`src/hw/fos_defs.svh`:
```
// Purpose: Constants for the frequency offset and source force block
// Assumes: Included by bare name from the package and the design
// Notes:   Register map and function codes
`ifndef FOS_DEFS_SVH
`define FOS_DEFS_SVH
`define FOS_OFS_OFFSET_VALUE  4'h0
`define FOS_OFS_OFFSET_DIR    4'h1
`define FOS_OFS_FREQ_SRC      4'h2
`define FOS_OFS_RUN_SRC       4'h3
`define FOS_OFS_INPUT_MAP     4'h4
`define FOS_OFS_STATUS        4'h5
`define FOS_OFS_FREQ_SET      4'h6
`define FOS_OFS_FREQ_OUT      4'h7
`define FOS_OFS_INPUT_MAP_HI  4'h8
`define FOS_FUNC_OFFSET       8'h32
`define FOS_FUNC_FORCE        8'h33
`define FOS_SRC_TERMINAL      8'h01
`define FOS_RST_SRC           8'h02
`endif

```
`src/hw/fos_pkg.sv`:
```
// Purpose: Types for the frequency offset and source force block
// Assumes: Constants come from fos_defs.svh
// Notes:   Struct carries the effective source pair
`include "fos_defs.svh"
package fos_pkg;
  typedef struct packed {
    logic [7:0] freq_src;
    logic [7:0] run_src;
  } fos_src_s;
  typedef enum logic [1:0] {
    FOS_RUN      = 2'b00,
    FOS_STOPPING = 2'b01,
    FOS_SWITCH   = 2'b10
  } fos_state_e;
endpackage

```
`src/hw/fos_core.sv`:
```
// Purpose: Offset-apply and terminal-force logic of the drive command path
// Assumes: Avalon-MM slave, word index addressing, 40 MHz clock
// Notes:   Five intelligent inputs, each mapped by an 8-bit function code
`timescale 1ns/1ps
`include "fos_defs.svh"
module fos_core #(
  parameter int N_IN = 5,
  parameter int FW   = 16
) (
  input  wire logic             i_core_clk,
  input  wire logic             i_arst_n,
  input  wire logic [N_IN-1:0]  i_term_in,
  input  wire logic [FW-1:0]    i_freq_setting,
  input  wire logic             i_motor_running,
  input  wire logic             i_motor_stopped,
  input  wire logic [3:0]       i_avs_address,
  input  wire logic             i_avs_read,
  input  wire logic             i_avs_write,
  input  wire logic [31:0]      i_avs_writedata,
  output logic [31:0]           o_avs_readdata,
  output logic                  o_avs_waitrequest,
  output logic [FW-1:0]         o_freq_out,
  output fos_pkg::fos_src_s     o_eff_src,
  output logic                  o_stop_req
);
  import fos_pkg::*;

  // Reset release through two flops
  logic rst_m_q, rst_n_q;
  always_ff @(posedge i_core_clk or negedge i_arst_n)
  begin
    if (!i_arst_n)
    begin
      rst_m_q <= 1'b0;
      rst_n_q <= 1'b0;
    end
    else
    begin
      rst_m_q <= 1'b1;
      rst_n_q <= rst_m_q;
    end
  end

  // Terminal pins pass two flops before use
  logic [N_IN-1:0] sync1_q, sync2_q;
  always_ff @(posedge i_core_clk or negedge rst_n_q)
  begin
    if (!rst_n_q)
    begin
      sync1_q <= '0;
      sync2_q <= '0;
    end
    else
    begin
      sync1_q <= i_term_in;
      sync2_q <= sync1_q;
    end
  end

  // Software settings
  logic [FW-1:0] offset_frequency_value_q, offset_frequency_value_d;
  logic          offset_direction_select_q, offset_direction_select_d;
  logic [7:0]    frequency_source_select_q, frequency_source_select_d;
  logic [7:0]    run_command_source_select_q, run_command_source_select_d;
  logic [7:0]    func_map_q [N_IN];
  logic [7:0]    func_map_d [N_IN];
  logic          ack_q, ack_d;
  logic [31:0]   rdata_q, rdata_d;

  // Function decode per input
  logic [N_IN-1:0] is_ofs, is_frc;
  genvar g;
  generate
    for (g = 0; g < N_IN; g++)
    begin : g_map
      assign is_ofs[g] = sync2_q[g] && (func_map_q[g] == `FOS_FUNC_OFFSET);
      assign is_frc[g] = sync2_q[g] && (func_map_q[g] == `FOS_FUNC_FORCE);
    end
  endgenerate
  logic offset_apply, terminal_source_force_input;
  assign offset_apply = |is_ofs;
  assign terminal_source_force_input = |is_frc;

  // Force state machine: applied force level only moves while motor is stopped
  fos_state_e state_q, state_d;
  logic       force_q, force_d;
  always_comb
  begin
    state_d = state_q;
    force_d = force_q;
    unique case (state_q)
      FOS_RUN:
        if (terminal_source_force_input != force_q)
        begin
          if (i_motor_running)
            state_d = FOS_STOPPING;
          else
            force_d = terminal_source_force_input;
        end
      FOS_STOPPING:
        if (i_motor_stopped)
          state_d = FOS_SWITCH;
      FOS_SWITCH:
      begin
        force_d = terminal_source_force_input;
        state_d = FOS_RUN;
      end
      default:
        state_d = FOS_RUN;
    endcase
  end

  // Register bus: one wait cycle, then ack; a write lands only on the edge
  // where waitrequest is seen low, so an abandoned request changes nothing
  always_comb
  begin
    offset_frequency_value_d    = offset_frequency_value_q;
    offset_direction_select_d   = offset_direction_select_q;
    frequency_source_select_d   = frequency_source_select_q;
    run_command_source_select_d = run_command_source_select_q;
    func_map_d = func_map_q;
    rdata_d    = rdata_q;
    ack_d      = 1'b0;
    if ((i_avs_read || i_avs_write) && !ack_q)
    begin
      ack_d   = 1'b1;
      rdata_d = '0;
      if (i_avs_read)
      begin
        unique case (i_avs_address)
          `FOS_OFS_OFFSET_VALUE: rdata_d[FW-1:0] = offset_frequency_value_q;
          `FOS_OFS_OFFSET_DIR:   rdata_d[0]      = offset_direction_select_q;
          `FOS_OFS_FREQ_SRC:     rdata_d[7:0]    = frequency_source_select_q;
          `FOS_OFS_RUN_SRC:      rdata_d[7:0]    = run_command_source_select_q;
          `FOS_OFS_INPUT_MAP:
            for (int k = 0; k < N_IN && k < 4; k++)
              rdata_d[8*k +: 8] = func_map_q[k];
          `FOS_OFS_INPUT_MAP_HI:   // Inputs beyond the fourth live in a second word
            for (int k = 4; k < N_IN && k < 8; k++)
              rdata_d[8*(k-4) +: 8] = func_map_q[k];
          `FOS_OFS_STATUS:
            rdata_d[3:0] = {o_stop_req, force_q, terminal_source_force_input, offset_apply};
          `FOS_OFS_FREQ_SET:     rdata_d[FW-1:0] = i_freq_setting;
          `FOS_OFS_FREQ_OUT:     rdata_d[FW-1:0] = o_freq_out;
          default:               rdata_d = '0;   // Unmapped reads zero
        endcase
      end
    end
    // Acked write: ack_q is high only in the cycle after this request was taken
    if (i_avs_write && ack_q)
    begin
      if (i_avs_address == `FOS_OFS_OFFSET_VALUE)
        offset_frequency_value_d = i_avs_writedata[FW-1:0];
      if (i_avs_address == `FOS_OFS_OFFSET_DIR)
        offset_direction_select_d = i_avs_writedata[0];
      if (i_avs_address == `FOS_OFS_FREQ_SRC)
        frequency_source_select_d = i_avs_writedata[7:0];
      if (i_avs_address == `FOS_OFS_RUN_SRC)
        run_command_source_select_d = i_avs_writedata[7:0];
      for (int k = 0; k < N_IN && k < 8; k++)
        if (i_avs_address == ((k < 4) ? `FOS_OFS_INPUT_MAP : `FOS_OFS_INPUT_MAP_HI))
          func_map_d[k] = i_avs_writedata[8*(k%4) +: 8];
    end
  end
  assign o_avs_waitrequest = (i_avs_read || i_avs_write) && !ack_q;
  assign o_avs_readdata    = rdata_q;

  // Offset arithmetic; subtract saturates at zero so the motor never reverses here
  logic [FW-1:0] freq_d, freq_q;
  logic [FW:0]   sum;
  always_comb
  begin
    sum    = {1'b0, i_freq_setting} + {1'b0, offset_frequency_value_q};
    freq_d = i_freq_setting;
    if (offset_apply)
    begin
      if (offset_direction_select_q)
        freq_d = (i_freq_setting > offset_frequency_value_q) ?
                 i_freq_setting - offset_frequency_value_q : '0;
      else
        freq_d = sum[FW] ? '1 : sum[FW-1:0];
    end
  end

  // Effective sources
  fos_src_s src_d, src_q;
  always_comb
  begin
    if (force_q)
      src_d = '{freq_src: `FOS_SRC_TERMINAL, run_src: `FOS_SRC_TERMINAL};
    else
      src_d = '{freq_src: frequency_source_select_q,
                run_src: run_command_source_select_q};
  end

  always_ff @(posedge i_core_clk or negedge rst_n_q)
  begin
    if (!rst_n_q)
    begin
      state_q <= FOS_RUN;
      force_q <= 1'b0;
      offset_frequency_value_q    <= '0;
      offset_direction_select_q   <= 1'b0;
      frequency_source_select_q   <= `FOS_RST_SRC;
      run_command_source_select_q <= `FOS_RST_SRC;
      for (int k = 0; k < N_IN; k++)
        func_map_q[k] <= '0;
      ack_q   <= 1'b0;
      rdata_q <= '0;
      freq_q  <= '0;
      src_q   <= '0;
    end
    else
    begin
      state_q <= state_d;
      force_q <= force_d;
      offset_frequency_value_q    <= offset_frequency_value_d;
      offset_direction_select_q   <= offset_direction_select_d;
      frequency_source_select_q   <= frequency_source_select_d;
      run_command_source_select_q <= run_command_source_select_d;
      func_map_q <= func_map_d;
      ack_q   <= ack_d;
      rdata_q <= rdata_d;
      freq_q  <= freq_d;
      src_q   <= src_d;
    end
  end
  assign o_freq_out = freq_q;
  assign o_eff_src  = src_q;
  assign o_stop_req = (state_q == FOS_STOPPING);

  // Checks; the sampled rst_n_q in each antecedent but that of chk_no_switch_run skips the release edge, where the
  // output flops still sit in reset and would be compared against live inputs
  chk_force_sources: assert property (@(posedge i_core_clk) disable iff (!rst_n_q)
    rst_n_q && force_q |=> (o_eff_src.freq_src == `FOS_SRC_TERMINAL && o_eff_src.run_src == `FOS_SRC_TERMINAL))
    else $error("forced sources not terminal");
  chk_release_sources: assert property (@(posedge i_core_clk) disable iff (!rst_n_q)
    rst_n_q && !force_q && $stable(frequency_source_select_q)
    |=> o_eff_src.freq_src == $past(frequency_source_select_q))
    else $error("programmed source not restored");
  chk_no_switch_run: assert property (@(posedge i_core_clk) disable iff (!rst_n_q)
    $changed(force_q) |-> $past(state_q) == FOS_SWITCH || !$past(i_motor_running))
    else $error("source switched while running");
  chk_stop_first: assert property (@(posedge i_core_clk) disable iff (!rst_n_q)
    rst_n_q && state_q == FOS_RUN && i_motor_running && terminal_source_force_input != force_q |=> o_stop_req)
    else $error("no stop before switch");
  chk_pass_through: assert property (@(posedge i_core_clk) disable iff (!rst_n_q)
    rst_n_q && !offset_apply |=> o_freq_out == $past(i_freq_setting))
    else $error("frequency altered without offset");
  chk_offset_add: assert property (@(posedge i_core_clk) disable iff (!rst_n_q)
    rst_n_q && offset_apply && !offset_direction_select_q && !sum[FW] |=> o_freq_out == $past(sum[FW-1:0]))
    else $error("offset add wrong");
  chk_offset_sub: assert property (@(posedge i_core_clk) disable iff (!rst_n_q)
    rst_n_q && offset_apply && offset_direction_select_q && i_freq_setting > offset_frequency_value_q
    |=> o_freq_out == $past(i_freq_setting) - $past(offset_frequency_value_q))
    else $error("offset subtract wrong");
  chk_code_decode: assert property (@(posedge i_core_clk) disable iff (!rst_n_q)
    rst_n_q && sync2_q[0] && func_map_q[0] == `FOS_FUNC_OFFSET && !offset_direction_select_q && !sum[FW]
    |=> o_freq_out == $past(sum[FW-1:0]))
    else $error("code 50 input not applied");
endmodule

```
`config.mk`:
```
export PLATFORM = sky130hd
export DESIGN_NAME = fos_core
export DESIGN_NICKNAME = d
export VERILOG_FILES = /design/src/hw/fos_pkg.sv /design/src/hw/fos_core.sv
export VERILOG_INCLUDE_DIRS = /design/src /design/src/hw
export SDC_FILE = /design/constraint.sdc
export NUM_CORES = 1
export LEC_CHECK = 0
export BUFFER_PORTS_ARGS = -buffer_cell sky130_fd_sc_hd__buf_2
export CAP_MARGIN = 20
export CORE_MARGIN = 1.5
export CORE_UTILIZATION = 62
export DETAILED_ROUTE_END_ITERATION = 12
export PLACE_DENSITY = 0.93
export SYNTH_ARGS = -nofsm -noshare
export SYNTH_HDL_FRONTEND = slang
export SYNTH_SLANG_ARGS = --single-unit
```
`constraint.sdc`:
```
create_clock -name i_core_clk -period 11.8 [get_ports i_core_clk]
set_clock_uncertainty 0.1 [all_clocks]
set_input_delay 3.54 -clock i_core_clk [delete_from_list [all_inputs] [get_ports i_core_clk]]
set_output_delay 3.54 -clock i_core_clk [all_outputs]
set_load 0.02 [all_outputs]
```
Word level (Yosys, flattened, before mapping)
Cells that the tools add are included.
Storage, ports and cells
  memories kept: 0
  memory bits (writable): 0
  logic and storage cells: 94
  flip-flop bits (word level): 153
  latch bits: 0
  bits in read-only memories: 0
Operators by class
  reduce and logical (&&, ||, !) cells: 27
  order comparisons: 1
  $mul: 0
  div/mod/pow operators: 0
  bitwise operators: 0
  equal/unequal tests: 25
  muxes and demuxes: 19
  add/sub/neg operators: 2
  shift operators: 0
Operators by type and width (number)
  2-to-1 mux 16 bit: 6
  == test 8 x 6 -> 1 bit (second input constant): 10
  2-to-1 mux 32 bit: 1
  case mux 8 bit (4 select lines): 1
  case mux 4 bit (7 select lines): 1
  case mux 3 bit (8 select lines): 1
  adder 16 x 16 -> 17 bit: 1
  == test 4 x 3 -> 1 bit (second input constant): 4
  greater-than comparator 16 bit: 1
  subtractor 16 bit: 1
  logical AND 1 bit: 12
  AND reduction 2 bit: 6
  OR reduction 5 bit: 2
  case mux 1 bit (9 select lines): 1
  == test 4 x 2 -> 1 bit (second input constant): 2
  != test 2 bit (second input constant): 4
  2-to-1 mux 2 bit: 3
  AND reduction 3 bit: 2
  == test 4 x 1 -> 1 bit (second input constant): 1
  == test 4 bit (second input constant): 1
  zero test 4 bit: 1
  case mux 2 bit (2 select lines): 1
  2-to-1 mux 1 bit: 3
  == test 2 x 1 -> 1 bit (second input constant): 1
  7 further kinds: 7

Longest topological paths before layout
  word-level depth: 6
  gate-level depth with buffers: 12
  gate-level depth less buffers: 11

Worst setup path after synthesis
OpenSTA, ideal clock, no wires.
  path type: input-to-output
  start point: input i_avs_read
  end point: output o_avs_waitrequest
  slack: 3.870 ns
  arrival time: 4.290 ns
  buffers on the path: 1
  cell stages on the path: 3
  cell sequence: o21bai_1 clkbuf_1 inv_1
Between the ends
  word-level cells in the longest chain between the ends: 2
Ends and longest elaborated chain
  start: declaration: line fos_core.sv:17  | input wire logic i_avs_read,
  logical OR 1 bit: line fos_core.sv:165  | assign o_avs_waitrequest = (i_avs_read || i_avs_write) && !ack_q;
  logical AND 1 bit: line fos_core.sv:165
  end: declaration: line fos_core.sv:21  | output logic o_avs_waitrequest,
No other way between the ends.

Final worst setup path
Ends and elaborated chain as after synthesis.

==> results.py <==
metrics = {
    "global_routing": {
        "grt_first_pass_wirelength_mm": 36.3,
        "grt_use_met3": 0.0839,
        "grt_antenna_before_repair": 0,
        "grt_max_degree": 89,
        "busiest_layer": "met2",
        "overflow": 0,
        "use_met2": 0.570,
        "grt.total_usage": 0.356,
        "grt_pass1_vias": 6901,
        "use_met1": 0.436,
    },
    "power_and_ir_drop": {
        "power.switching_fraction": 0.345,
        "seq_power_share": 0.377,
        "total_switching_power_mw": 0.635,
        "vdd_ir_drop_max_uv": 115,
        "power.static_leakage_nw": 4.48,
        "clkPwrFrac": 0.325,
        "internal_power_mw": 1.20,
        "p_comb_frac": 0.298,
        "pwr_density_cell_nw_per_um2": 193,
    },
    "timing": {
        "worst_pin_slew_ns": 0.975,
        "finalMaxSlewViolations": 0,
        "fin_crit_sh": 0.656,
        "final_hold_viol_count": 0,
        "rsz0062_at_grt": "false",
        "totalNegativeSetupSlack_ns": 0,
        "setup_violations": 0,
        "slew-limit-headroom": 0.349,
        "fin_ws_ns": 4.06,
        "finalCriticalPeriod_ns": 7.74,
        "timing.fmax_ghz": 0.129,
    },
    "worst_setup_path": {
        "crit-reg2reg-launch": "func_map_q[3]",
        "worst-r2r-setup-slack_ns": 8.16,
        "critPathLaunchType": "input pin",
        "critical_path.cell_chain": "buf_2 > o21bai_2 > inv_1 > buf_2",
        "worst_endpoint_data_arrival_time_ns": 4.10,
        "cp_slowest_stage_delay_ns": 0.18,
        "crit_slowest_cell": "o21bai_2",
        "regToRegEndpoint": "o_freq_out[14]",
        "worst-path-max-fanout": 2,
        "critPathKind": "input pin to output port",
        "worst_ep_required_time_ns": 8.16,
        "reg2regPathDepth": 8,
        "cp-end-kind": "output port",
        "cpMostUsedCell": "buf_2",
    },
    "placed_design": {
        "placed_area_um2": 8830,
        "hpwl_after_dpl_mm": 15.7,
        "finalWeightedCongestion": 0.982,
        "io_buffers": 128,
        "dp_worst_setup_slack_ns": 4.10,
    },
    "yosys": {
        "postSynth.asyncResetShare": 1.00,
        "mappedNetlistNets": 877,
        "fraction_of_the_yosys_area_taken_by_sequential_cells": 0.474,
        "postSynthAreaPerCell_um2": 10.4,
        "ys_seq_elements": 153,
        "synth_edf_count": 0,
        "synth_area_leader_cell": "dfrtp_1",
        "netlist_top_cells_count": "151 x dfrtp_1, 61 x nand2_1, 59 x nor2_1",
        "number_of_cells_produced_by_synthesis": 780,
        "most_common_cell_in_the_netlist": "dfrtp_1",
        "synthesis.yosys.warnings": 0,
        "syn-cell-area_um2": 8080,
        "unique_masters_post_synth": 74,
        "synth.top_cells.by_area": "dfrtp_1 47%, mux2_2 7.8%, ha_1 5.0%, a22o_1 3.5%, o21ai_0 3.0%",
        "netlist.area_leader.share": 0.468,
        "synth-main-ff-cell": "dfrtp_1",
    },
    "routing": {
        "post-route-drc-count": 0,
        "detailroute.via_count": 7159,
        "drt_iter0_markers": 819,
        "detail_route.vias_per_cell": 6.63,
        "route.antenna.remaining_nets": 0,
        "avgRoutedWirePerCell_um": 22.0,
        "route.final.wire_length_mm": 23.7,
        "firstDrtPassIters": 5,
    },
    "die": {
        "die_height_um": 117,
        "core_um2": 12700,
        "row_count": 41,
        "initial_utilization": 0.638,
        "die_x_um": 117,
        "design.die.area_um2": 13700,
        "boundary_pin_count": 129,
    },
    "clock_network": {
        "cts_root_buf": "clkbuf_16",
        "postCtsSetupRepairBufs": 0,
        "clk_pin_slew_worst_paths_ns": 0.06,
        "post_cts.resized_instances": 0,
        "htree_num_levels": 4,
        "cts.hold.buffers_added": 0,
        "insertion_delay_ns": 0.43,
        "tritoncts.num_buffers": 17,
        "clkSinkCount": 153,
        "cts_max_path_buffers": 2,
        "tritoncts": "built",
    },
    "final_layout": {
        "nets": 992,
        "final_design_area_no_fill_um2": 9520,
        "antenna-diode-count": 0,
        "layout-drive-gt1-share": 0.275,
        "synthesis_to_layout_area_growth_pct": 17.9,
    },
    "min_path": {
        "timing.hold.worst.class": "flop to flop",
        "holdPathStages": 0,
        "hp-start": "sync1_q[1]",
        "hold_end": "sync2_q[1]",
    },
    "run_status": {
        "run_status": "complete, no violations",
    },
    "flow_run": {
        "drv_cap": 0,
    },
}
## sequential cells by signal, indices dropped and copies added (netlist names)
name,flops
frequency_source_select_q,8
rst_m_q,1
sync2_q,5
offset_frequency_value_q,16
state_q,2
o_eff_src,16
offset_direction_select_q,1
sync1_q,5
force_q,1
run_command_source_select_q,8
rst_n_q,1
ack_q,1
o_freq_out,16
o_avs_readdata,32
func_map_q,40
## cell families (layout without fill, tap and decap cells)
kind of cell | count (synthesis) | after routing | synth area share
compound gates | 210 | 210 | 0.186
xor+xnor | 18 | 18 | 0.0195
fa+ha+maj | 34 | 34 | 0.0545
buf+inv | 85 | 213 | 0.0443
flops | 153 | 153 | 0.474
mux | 57 | 57 | 0.0793
other cells | 1 | 1 | 0.000464
simple gates | 222 | 222 | 0.142
## cell type report
type / count / area (µm²)
fillers: 817 / 3150
flip-flops and latches: 153 / 3830
well taps: 172 / 215
clock inverters: 12 / 184
inverters: 42 / 158
repair buffers: 139 / 753
multi-input cells: 542 / 3910
clock buffers: 20 / 467
## worst max-delay path by stage
stage               start                 to  slack (ns)  depth (start not counted)
2_1_floorplan  i_avs_read  o_avs_waitrequest        3.87                          3
3_3_place_gp   i_avs_read  o_avs_waitrequest        4.16                          4
3_5_place_dp   i_avs_read  o_avs_waitrequest        4.10                          4
4_1_cts        i_avs_read  o_avs_waitrequest        4.07                          4
5_1_grt        i_avs_read  o_avs_waitrequest        4.05                          4
6_report       i_avs_read  o_avs_waitrequest        4.06                          4
## critical path, delay by kind of cell
kind / cells / cell delay (ns)
buffers and inverters: 3 / 0.37
AOI/OAI and AO/OA: 1 / 0.18
## stage by stage
stage | instances | power (mW) | util | hold slack [ns]
floorplan | 780 | 1.08 | - | 0.231
global route | 1080 | 1.92 | 0.752 | 0.253
CTS | 1078 | 1.82 | 0.748 | 0.250
global placement | 1046 | 1.20 | 0.697 | 0.231
finish | 1080 | 1.84 | 0.752 | 0.250
detailed placement | 1046 | 1.22 | 0.697 | 0.235
## metal layers
layer	part of all wire	routed length (µm)	up-vias
met5	0	0	-
met4	0.061	1440	0
met3	0.091	2150	146
met2	0.48	11300	528
met1	0.37	8840	3417
li1	-	-	3068
## layout by cell type, fill, tap and decap left out, types with 16 or more instances in the layout
master and count:
a22o_1 32, a21oi_1 26, mux2_2 56, ha_1 32
nor2b_1 22, nor2_1 59, buf_2 128, o21ai_0 48
clkbuf_16 18, xnor2_1 16, nand2_1 61, inv_1 41
dfrtp_1 150
## power groups by stage
| stage | Sequential, mW | Clock (mW) | Combinational [mW] |
|---|---|---|---|
| after floorplan | 0.698 | 0 | 0.377 |
| after global placement | 0.689 | 0 | 0.507 |
| after detailed placement | 0.695 | 0 | 0.522 |
| after CTS | 0.690 | 0.598 | 0.533 |
| after global routing | 0.704 | 0.619 | 0.596 |
| final | 0.693 | 0.598 | 0.548 |
Note: power is estimated with default switching activity, not from simulation.
